===== src/logic/hps_pkg.sv =====
// Package for the hot-plug slot control and status register bank
package hps_pkg;
    localparam logic [7:0] hps_slot_addr = 8'hf8;
    localparam logic [7:0] hps_dll_addr = 8'hfc;
    localparam int hps_cmd_done_cycles = 4;
    // Control field positions
    localparam int hps_ab_en_bit = 0;
    localparam int hps_pf_en_bit = 1;
    localparam int hps_pd_en_bit = 3;
    localparam int hps_cc_en_bit = 4;
    localparam int hps_hp_en_bit = 5;
    localparam int hps_attn_lo = 6;
    localparam int hps_pwr_ind_lo = 8;
    localparam int hps_pwr_ctl_bit = 10;
    localparam int hps_dll_en_bit = 12;
    // Status field positions
    localparam int hps_ab_st_bit = 16;
    localparam int hps_pf_st_bit = 17;
    localparam int hps_ls_chg_bit = 18;
    localparam int hps_pd_chg_bit = 19;
    localparam int hps_cc_st_bit = 20;
    localparam int hps_ls_state_bit = 21;
    localparam int hps_pd_state_bit = 22;
    localparam int hps_dll_chg_bit = 24;
    // Indicator reset and reserved codes
    localparam logic [1:0] hps_ind_reset = 2'h3;
    localparam logic [1:0] hps_ind_rsvd = 2'h0;

    typedef struct packed {
        logic ab_en;
        logic pf_en;
        logic pd_en;
        logic cc_en;
        logic hp_en;
        logic [1:0] attn;
        logic [1:0] pwr_ind;
        logic pwr_off;
        logic dll_en;
    } hps_ctrl_type;

    typedef struct packed {
        logic ab;
        logic pf;
        logic pd;
        logic cc;
        logic dll;
    } hps_evt_type;

    // Indicator message request toward the link
    typedef struct packed {
        logic attn_send;
        logic [1:0] attn_code;
        logic pwr_send;
        logic [1:0] pwr_code;
    } hps_msg_type;

    typedef enum logic [1:0] {
        hps_cmd_idle = 2'b01,
        hps_cmd_busy = 2'b10
    } hps_cmd_type;

    typedef struct packed {
        hps_ctrl_type ctrl;
        hps_evt_type evt;
        logic pd_prev;
        logic ls_prev;
        logic dll_prev;
        hps_cmd_type cmd;
        logic [7:0] cmd_cnt;
        hps_msg_type msg;
        logic [31:0] rdata;
        logic irq;
    } hps_state_type;
endpackage


===== src/logic/hps_slot_regs.sv =====
// Slot control and slot status registers with APB slave
`timescale 1ns/10ps
module hps_slot_regs
    import hps_pkg::*;
#(
    parameter bit slot_implemented = 1'b1,
    parameter int cmd_done_cycles = hps_cmd_done_cycles
) (
    input wire logic clk,
    input wire logic reset,
    input wire logic psel,
    input wire logic penable,
    input wire logic pwrite,
    input wire logic [31:0] paddr,
    input wire logic [31:0] pwdata,
    input wire logic [3:0] pstrb,
    output logic [31:0] prdata,
    output logic pready,
    output logic pslverr,
    input wire logic button_press,
    input wire logic power_fault,
    input wire logic retention_latch_sensor,
    input wire logic card_present,
    input wire logic link_active,
    output logic attn_msg_send,
    output logic [1:0] attn_msg_code,
    output logic pwr_msg_send,
    output logic [1:0] pwr_msg_code,
    output logic [1:0] attn_indicator,
    output logic [1:0] pwr_indicator,
    output logic slot_power_off,
    output logic cmd_busy,
    output logic hp_irq
);
    hps_state_type s_reg, s_next;

    // Word decode, used for both read and write paths
    function automatic logic hit(input logic [31:0] a, input logic [7:0] off);
        hit = (a[31:2] == {24'h000000, off[7:2]});
    endfunction

    function automatic logic [31:0] read_word(input hps_state_type s, input logic [31:0] a,
                                              input logic pres);
        logic [31:0] w;
        w = 32'h00000000;
        if (hit(a, hps_slot_addr)) begin
            w[hps_ab_en_bit] = s.ctrl.ab_en;
            w[hps_pf_en_bit] = s.ctrl.pf_en;
            w[hps_pd_en_bit] = s.ctrl.pd_en;
            w[hps_cc_en_bit] = s.ctrl.cc_en;
            w[hps_hp_en_bit] = s.ctrl.hp_en;
            w[hps_attn_lo +: 2] = s.ctrl.attn;
            w[hps_pwr_ind_lo +: 2] = s.ctrl.pwr_ind;
            w[hps_pwr_ctl_bit] = s.ctrl.pwr_off;
            w[hps_dll_en_bit] = s.ctrl.dll_en;
            w[hps_ab_st_bit] = s.evt.ab;
            w[hps_pf_st_bit] = s.evt.pf;
            w[hps_ls_chg_bit] = 1'b0;
            w[hps_pd_chg_bit] = s.evt.pd;
            w[hps_cc_st_bit] = s.evt.cc;
            w[hps_ls_state_bit] = s.ls_prev;
            w[hps_pd_state_bit] = pres;
            w[hps_dll_chg_bit] = s.evt.dll;
        end
        read_word = w;
    endfunction

    logic wr_acc;
    logic slot_hit;
    logic pres_now;
    logic [31:0] wmask;

    // Access phase completes in one cycle; unmapped words read zero
    assign wr_acc = psel && penable && pwrite;
    assign slot_hit = hit(paddr, hps_slot_addr);
    assign pres_now = slot_implemented ? card_present : 1'b1;
    assign wmask = {{8{pstrb[3]}}, {8{pstrb[2]}}, {8{pstrb[1]}}, {8{pstrb[0]}}};
    assign pready = 1'b1;
    assign pslverr = 1'b0;

    always_comb begin
        logic [31:0] wd;
        logic ctl_lo_wr;
        logic ctl_hi_wr;
        logic w1c_lo;
        logic w1c_hi;
        wd = pwdata & wmask;
        ctl_lo_wr = wr_acc && slot_hit && pstrb[0];
        ctl_hi_wr = wr_acc && slot_hit && pstrb[1];
        w1c_lo = wr_acc && slot_hit && pstrb[2];
        w1c_hi = wr_acc && slot_hit && pstrb[3];
        s_next = s_reg;
        s_next.msg.attn_send = 1'b0;
        s_next.msg.pwr_send = 1'b0;
        // Control writes, byte lane 0 and 1
        if (ctl_lo_wr) begin
            s_next.ctrl.ab_en = wd[hps_ab_en_bit];
            s_next.ctrl.pf_en = wd[hps_pf_en_bit];
            s_next.ctrl.pd_en = wd[hps_pd_en_bit];
            s_next.ctrl.cc_en = wd[hps_cc_en_bit];
            s_next.ctrl.hp_en = wd[hps_hp_en_bit];
            // Reserved code is kept as written and driven unchanged on attn_indicator
            s_next.ctrl.attn = wd[hps_attn_lo +: 2];
            s_next.msg.attn_send = 1'b1;
            s_next.msg.attn_code = wd[hps_attn_lo +: 2];
        end
        if (ctl_hi_wr) begin
            s_next.ctrl.pwr_ind = wd[hps_pwr_ind_lo +: 2];
            s_next.msg.pwr_send = 1'b1;
            s_next.msg.pwr_code = wd[hps_pwr_ind_lo +: 2];
            s_next.ctrl.pwr_off = wd[hps_pwr_ctl_bit];
            s_next.ctrl.dll_en = wd[hps_dll_en_bit];
        end
        // Write-one-to-clear first, so a same-cycle event overrides it
        if (w1c_lo) begin
            if (wd[hps_ab_st_bit]) s_next.evt.ab = 1'b0;
            if (wd[hps_pf_st_bit]) s_next.evt.pf = 1'b0;
            if (wd[hps_pd_chg_bit]) s_next.evt.pd = 1'b0;
            if (wd[hps_cc_st_bit]) s_next.evt.cc = 1'b0;
        end
        if (w1c_hi && wd[hps_dll_chg_bit]) begin
            s_next.evt.dll = 1'b0;
        end
        // Slot commands: a control write while idle starts a short command timer
        unique case (s_reg.cmd)
            hps_cmd_idle: begin
                if (ctl_lo_wr || ctl_hi_wr) begin
                    s_next.cmd = hps_cmd_busy;
                    s_next.cmd_cnt = 8'(cmd_done_cycles - 1);
                end
            end
            hps_cmd_busy: begin
                if (s_reg.cmd_cnt == 8'h00) begin
                    s_next.cmd = hps_cmd_idle;
                    s_next.evt.cc = 1'b1;
                end else begin
                    s_next.cmd_cnt = s_reg.cmd_cnt - 8'h01;
                end
            end
        endcase
        // Hardware events win over a clear in the same cycle
        if (button_press) s_next.evt.ab = 1'b1;
        if (power_fault) s_next.evt.pf = 1'b1;
        if (pres_now != s_reg.pd_prev) s_next.evt.pd = 1'b1;
        if (link_active != s_reg.dll_prev) s_next.evt.dll = 1'b1;
        s_next.pd_prev = pres_now;
        s_next.ls_prev = retention_latch_sensor;
        s_next.dll_prev = link_active;
        // Read data registered at setup, steady through access
        if (psel && !penable && !pwrite) begin
            s_next.rdata = read_word(s_reg, paddr, s_reg.pd_prev);
        end
        // Interrupt from registered state only, glitch free
        s_next.irq = s_reg.ctrl.hp_en && (
            (s_reg.evt.ab && s_reg.ctrl.ab_en) ||
            (s_reg.evt.pf && s_reg.ctrl.pf_en) ||
            (s_reg.evt.pd && s_reg.ctrl.pd_en) ||
            (s_reg.evt.cc && s_reg.ctrl.cc_en) ||
            (s_reg.evt.dll && s_reg.ctrl.dll_en));
    end

    always_ff @(posedge clk or posedge reset) begin
        if (reset) begin
            s_reg <= '0;
            s_reg.ctrl.attn <= hps_ind_reset;
            s_reg.ctrl.pwr_ind <= hps_ind_reset;
            s_reg.msg.attn_code <= hps_ind_reset;
            s_reg.msg.pwr_code <= hps_ind_reset;
            s_reg.pd_prev <= 1'b1;
            s_reg.cmd <= hps_cmd_idle;
        end else begin
            s_reg <= s_next;
        end
    end

    assign prdata = s_reg.rdata;
    assign attn_msg_send = s_reg.msg.attn_send;
    assign attn_msg_code = s_reg.msg.attn_code;
    assign pwr_msg_send = s_reg.msg.pwr_send;
    assign pwr_msg_code = s_reg.msg.pwr_code;
    assign attn_indicator = s_reg.ctrl.attn;
    assign pwr_indicator = s_reg.ctrl.pwr_ind;
    assign slot_power_off = s_reg.ctrl.pwr_off;
    assign cmd_busy = (s_reg.cmd == hps_cmd_busy);
    assign hp_irq = s_reg.irq;
endmodule


===== config.mk =====
export PLATFORM = sky130hd
export DESIGN_NAME = hps_slot_regs
export DESIGN_NICKNAME = d
export VERILOG_FILES = /design/src/logic/hps_pkg.sv /design/src/logic/hps_slot_regs.sv
export SDC_FILE = /design/constraint.sdc
export NUM_CORES = 1
export LEC_CHECK = 0
export BUFFER_PORTS_ARGS = -buffer_cell sky130_fd_sc_hd__buf_2
export CORE_ASPECT_RATIO = 1.5
export CORE_MARGIN = 2
export CORE_UTILIZATION = 41
export CTS_CLUSTER_SIZE = 20
export DETAILED_ROUTE_END_ITERATION = 10
export GPL_ROUTABILITY_DRIVEN = 0
export GPL_TIMING_DRIVEN = 0
export PLACE_DENSITY = 0.83
export SLEW_MARGIN = 20
export SYNTH_ARGS = -nofsm -noshare
export SYNTH_HDL_FRONTEND = slang
export SYNTH_SLANG_ARGS = --single-unit

===== constraint.sdc =====
create_clock -name clk -period 2 [get_ports clk]
set_clock_uncertainty 0.2 [all_clocks]
set_input_delay 0.1 -clock clk [delete_from_list [all_inputs] [get_ports clk]]
set_output_delay 0.1 -clock clk [all_outputs]
set_load 0.01 [all_outputs]

==> results_dict.tcl <==
set metrics [dict create \
    syn_to_final_growth_pct 41.5 \
    critPathArrivalTime_ps 1920 \
    root_buffer "clkbuf_8" \
    final_cell_mix "buf_2 (91), buf_4 (47), dfrtp_1 (44)" \
    final_common_cell "buf_2" \
    post-route-period-util_pct 96.9 \
    hold_viol 0 \
    numCtsBuffers 5 \
    setup_viol 0 \
    routed_via_density 4.81 \
    grt_overflow 0 \
    cts_tree "yes" \
    drc 0 \
    largest_register_ffs 24 \
    grt_pass1_vias 2101 \
    avgSynthCellArea_um2 12.1 \
    hold_ws_ps 125 \
    hold_path_class "primary input to flop" \
    hold_depth 5 \
    port_buffers 90 \
    insertedDiodeCount 0 \
    grt_max_degree 32 \
    cts.sinks 50 \
    hold_start "paddr[8]" \
    fmax_mhz 516 \
    worst_path_max_delay_cell "dfrtp_1" \
    syn_area_um2 2530 \
    final.setup.tns_ps 0 \
    crit_path_end_kind "flop" \
    cap_violations 0 \
    clkTransAtPathRegs_ps 90 \
    antenna_found_initial 0 \
    gr-usage-met2_pct 31.4 \
    rrSetupSlack_ps 60 \
    core_area_um2 6040 \
    grtUsageTotal_pct 18.0 \
    cts_htree_levels 2 \
    grt_use_met3_pct 4.26 \
    path_class "flop to flop" \
    die_w_um 68.2 \
    pin_count 125 \
    drt-pass1-iter-count 4 \
    path_cells "inv_1 -> ha_1 -> nor4b_4 -> and3_4 -> nor2_1 -> a221o_1" \
    status "completed" \
    first_iter_violations 107 \
    r2r_cells 6 \
    clk_latency_ps 300 \
    yosysSeqAreaShare_pct 49.7 \
    totalWireLength_um 5760 \
    ant_nets 0 \
    ys_ff_latch 50 \
    clockBufferDepth 2 \
    path_delay_family "simple AND/OR/NAND/NOR gates" \
    crit_path_max_fanout 4 \
    placement_rows 35 \
    synth_ff_type "dfrtp_1" \
    grtUsageMet1_pct 20.4 \
    start_kind "flop" \
    synthCells 209 \
    multi_input_area_um2 980 \
    fillCellCount 489 \
    drv_slew 0 \
    dieArea_um2 6840 \
    synthArstFlopShare_pct 100 \
    initial_utilization_pct 41.9 \
    min_period_ps 1940 \
    dp_hpwl_um 4330 \
    hold-path-endpoint "pwr_msg_send" \
    final_nets 431 \
    worst-path-buf-inv 1 \
    seq_area_um2 1260 \
    reg2reg_to "s_reg[43]" \
    die_y_um 100 \
    synth_edf_count 0 \
    max_stage_delay_ps 430 \
    r2r-start "s_reg[39]" \
    layout-drive-gt1-share_pct 52.1 \
    busiest_layer "met2" \
    cellLeakagePower_uw 0.00188 \
    yosysWarnings 0 \
    dr_total_vias 2056 \
    worstPathRequired_ps 1980 \
    wl_per_cell_um 13.5 \
    power.density_nw_per_um2 530 \
    ir_worst_vdd_mv 0.304 \
    synth.distinct_cells 48 \
    grt_pass1_wl_um 9390 \
]
-- stage by stage --
stage	instances	instance area (um^2)	utilization [%]	power (uW)	setup WS (ps)
after detailed placement	388	3150	52.1	1190	-224
after floorplan	223	2590	-	1100	27.2
after CTS	424	3550	58.7	1920	38.9
after global placement	387	3130	51.8	1180	-169
after global routing	427	3590	59.3	1980	-13.3
final	427	3590	59.3	1900	61.8
-- synthesized netlist by cell type, types with 2 or more instances --
cell / instances / area [um^2]
a21o_1: 5 / 37.5
a21oi_1: 2 / 10.0
a22o_1: 18 / 158
and3_1: 3 / 18.8
and3_2: 3 / 22.5
buf_4: 44 / 330
conb_1: 2 / 7.51
dfrtp_1: 44 / 1100
dfstp_2: 6 / 158
inv_1: 5 / 18.8
mux2_1: 4 / 45.0
mux2_4: 7 / 105
nand2_1: 4 / 15.0
nand2b_1: 3 / 18.8
nand3_1: 2 / 10.0
nand4_1: 6 / 37.5
nor2_1: 7 / 26.3
nor2_4: 2 / 22.5
nor2b_1: 2 / 12.5
nor3_1: 2 / 10.0
nor4_2: 5 / 62.6
o21ai_0: 5 / 25.0
o21ai_1: 2 / 10.0
xor2_1: 2 / 17.5
-- power breakdown --
| part | total [uW] | switching, uW | internal (uW) |
|---|---|---|---|
| registers | 1020 | 1.44 | 1010 |
| logic | 188 | 85.9 | 102 |
| clock network | 698 | 325 | 373 |
| total | 1900 | 412 | 1490 |
-- tightest hold or removal path: stages --
cell	delay [ps]
buf_2	70
nor2b_1	50
nand4_4	110
nor2_2	70
and3_2	190
-- area by class of cell --
type,count,share of cell area [%]
clock buffer,6,2.02
sequential,50,35.1
timing repair buffer,121,21.3
buffer,47,10.0
multi-input combinational,121,27.3
tap,74,2.58
inverter,6,0.628
clock inverter,2,1.05
-- kinds of logic after synthesis --
logic type	share of synthesized area, %
AOI/OAI and AO/OA	13.0
xor gates and xnor gates	0.691
adders and majority gates	0.494
buffers and inverters	15.1
DFF	49.7
muxes	5.93
other	0.296
and+or+nand+nor	14.8
-- worst max path at each step --
| stage | slack [ps] | to | cells past startpoint | start |
|---|---|---|---|---|
| floorplan | 30 | s_reg[43] | 6 | s_reg[39] |
| global placement | -170 | s_reg[43] | 6 | s_reg[39] |
| detailed placement | -220 | s_reg[43] | 6 | s_reg[39] |
| CTS | 40 | s_reg[43] | 6 | s_reg[39] |
| global route | -10 | s_reg[43] | 6 | s_reg[39] |
| finish | 60 | s_reg[43] | 6 | s_reg[39] |
-- timing repair --
action	CTS	global route
endpoints found under the hold margin	67	0
setup endpoints to repair	6	9
hold buffers	27	0
buffers inserted	1	2
pin swaps	0	2
resized for setup	2	3
gates cloned	0	1
-- layer usage --
| layer | vias to the layer above | share of wire (%) |
|---|---|---|
| met5 | - | 0 |
| met1 | 984 | 37 |
| met3 | 11 | 6.2 |
| li1 | 973 | - |
| met4 | 0 | 2.1 |
| met2 | 88 | 55 |
Power figures use the tool's default switching activity.
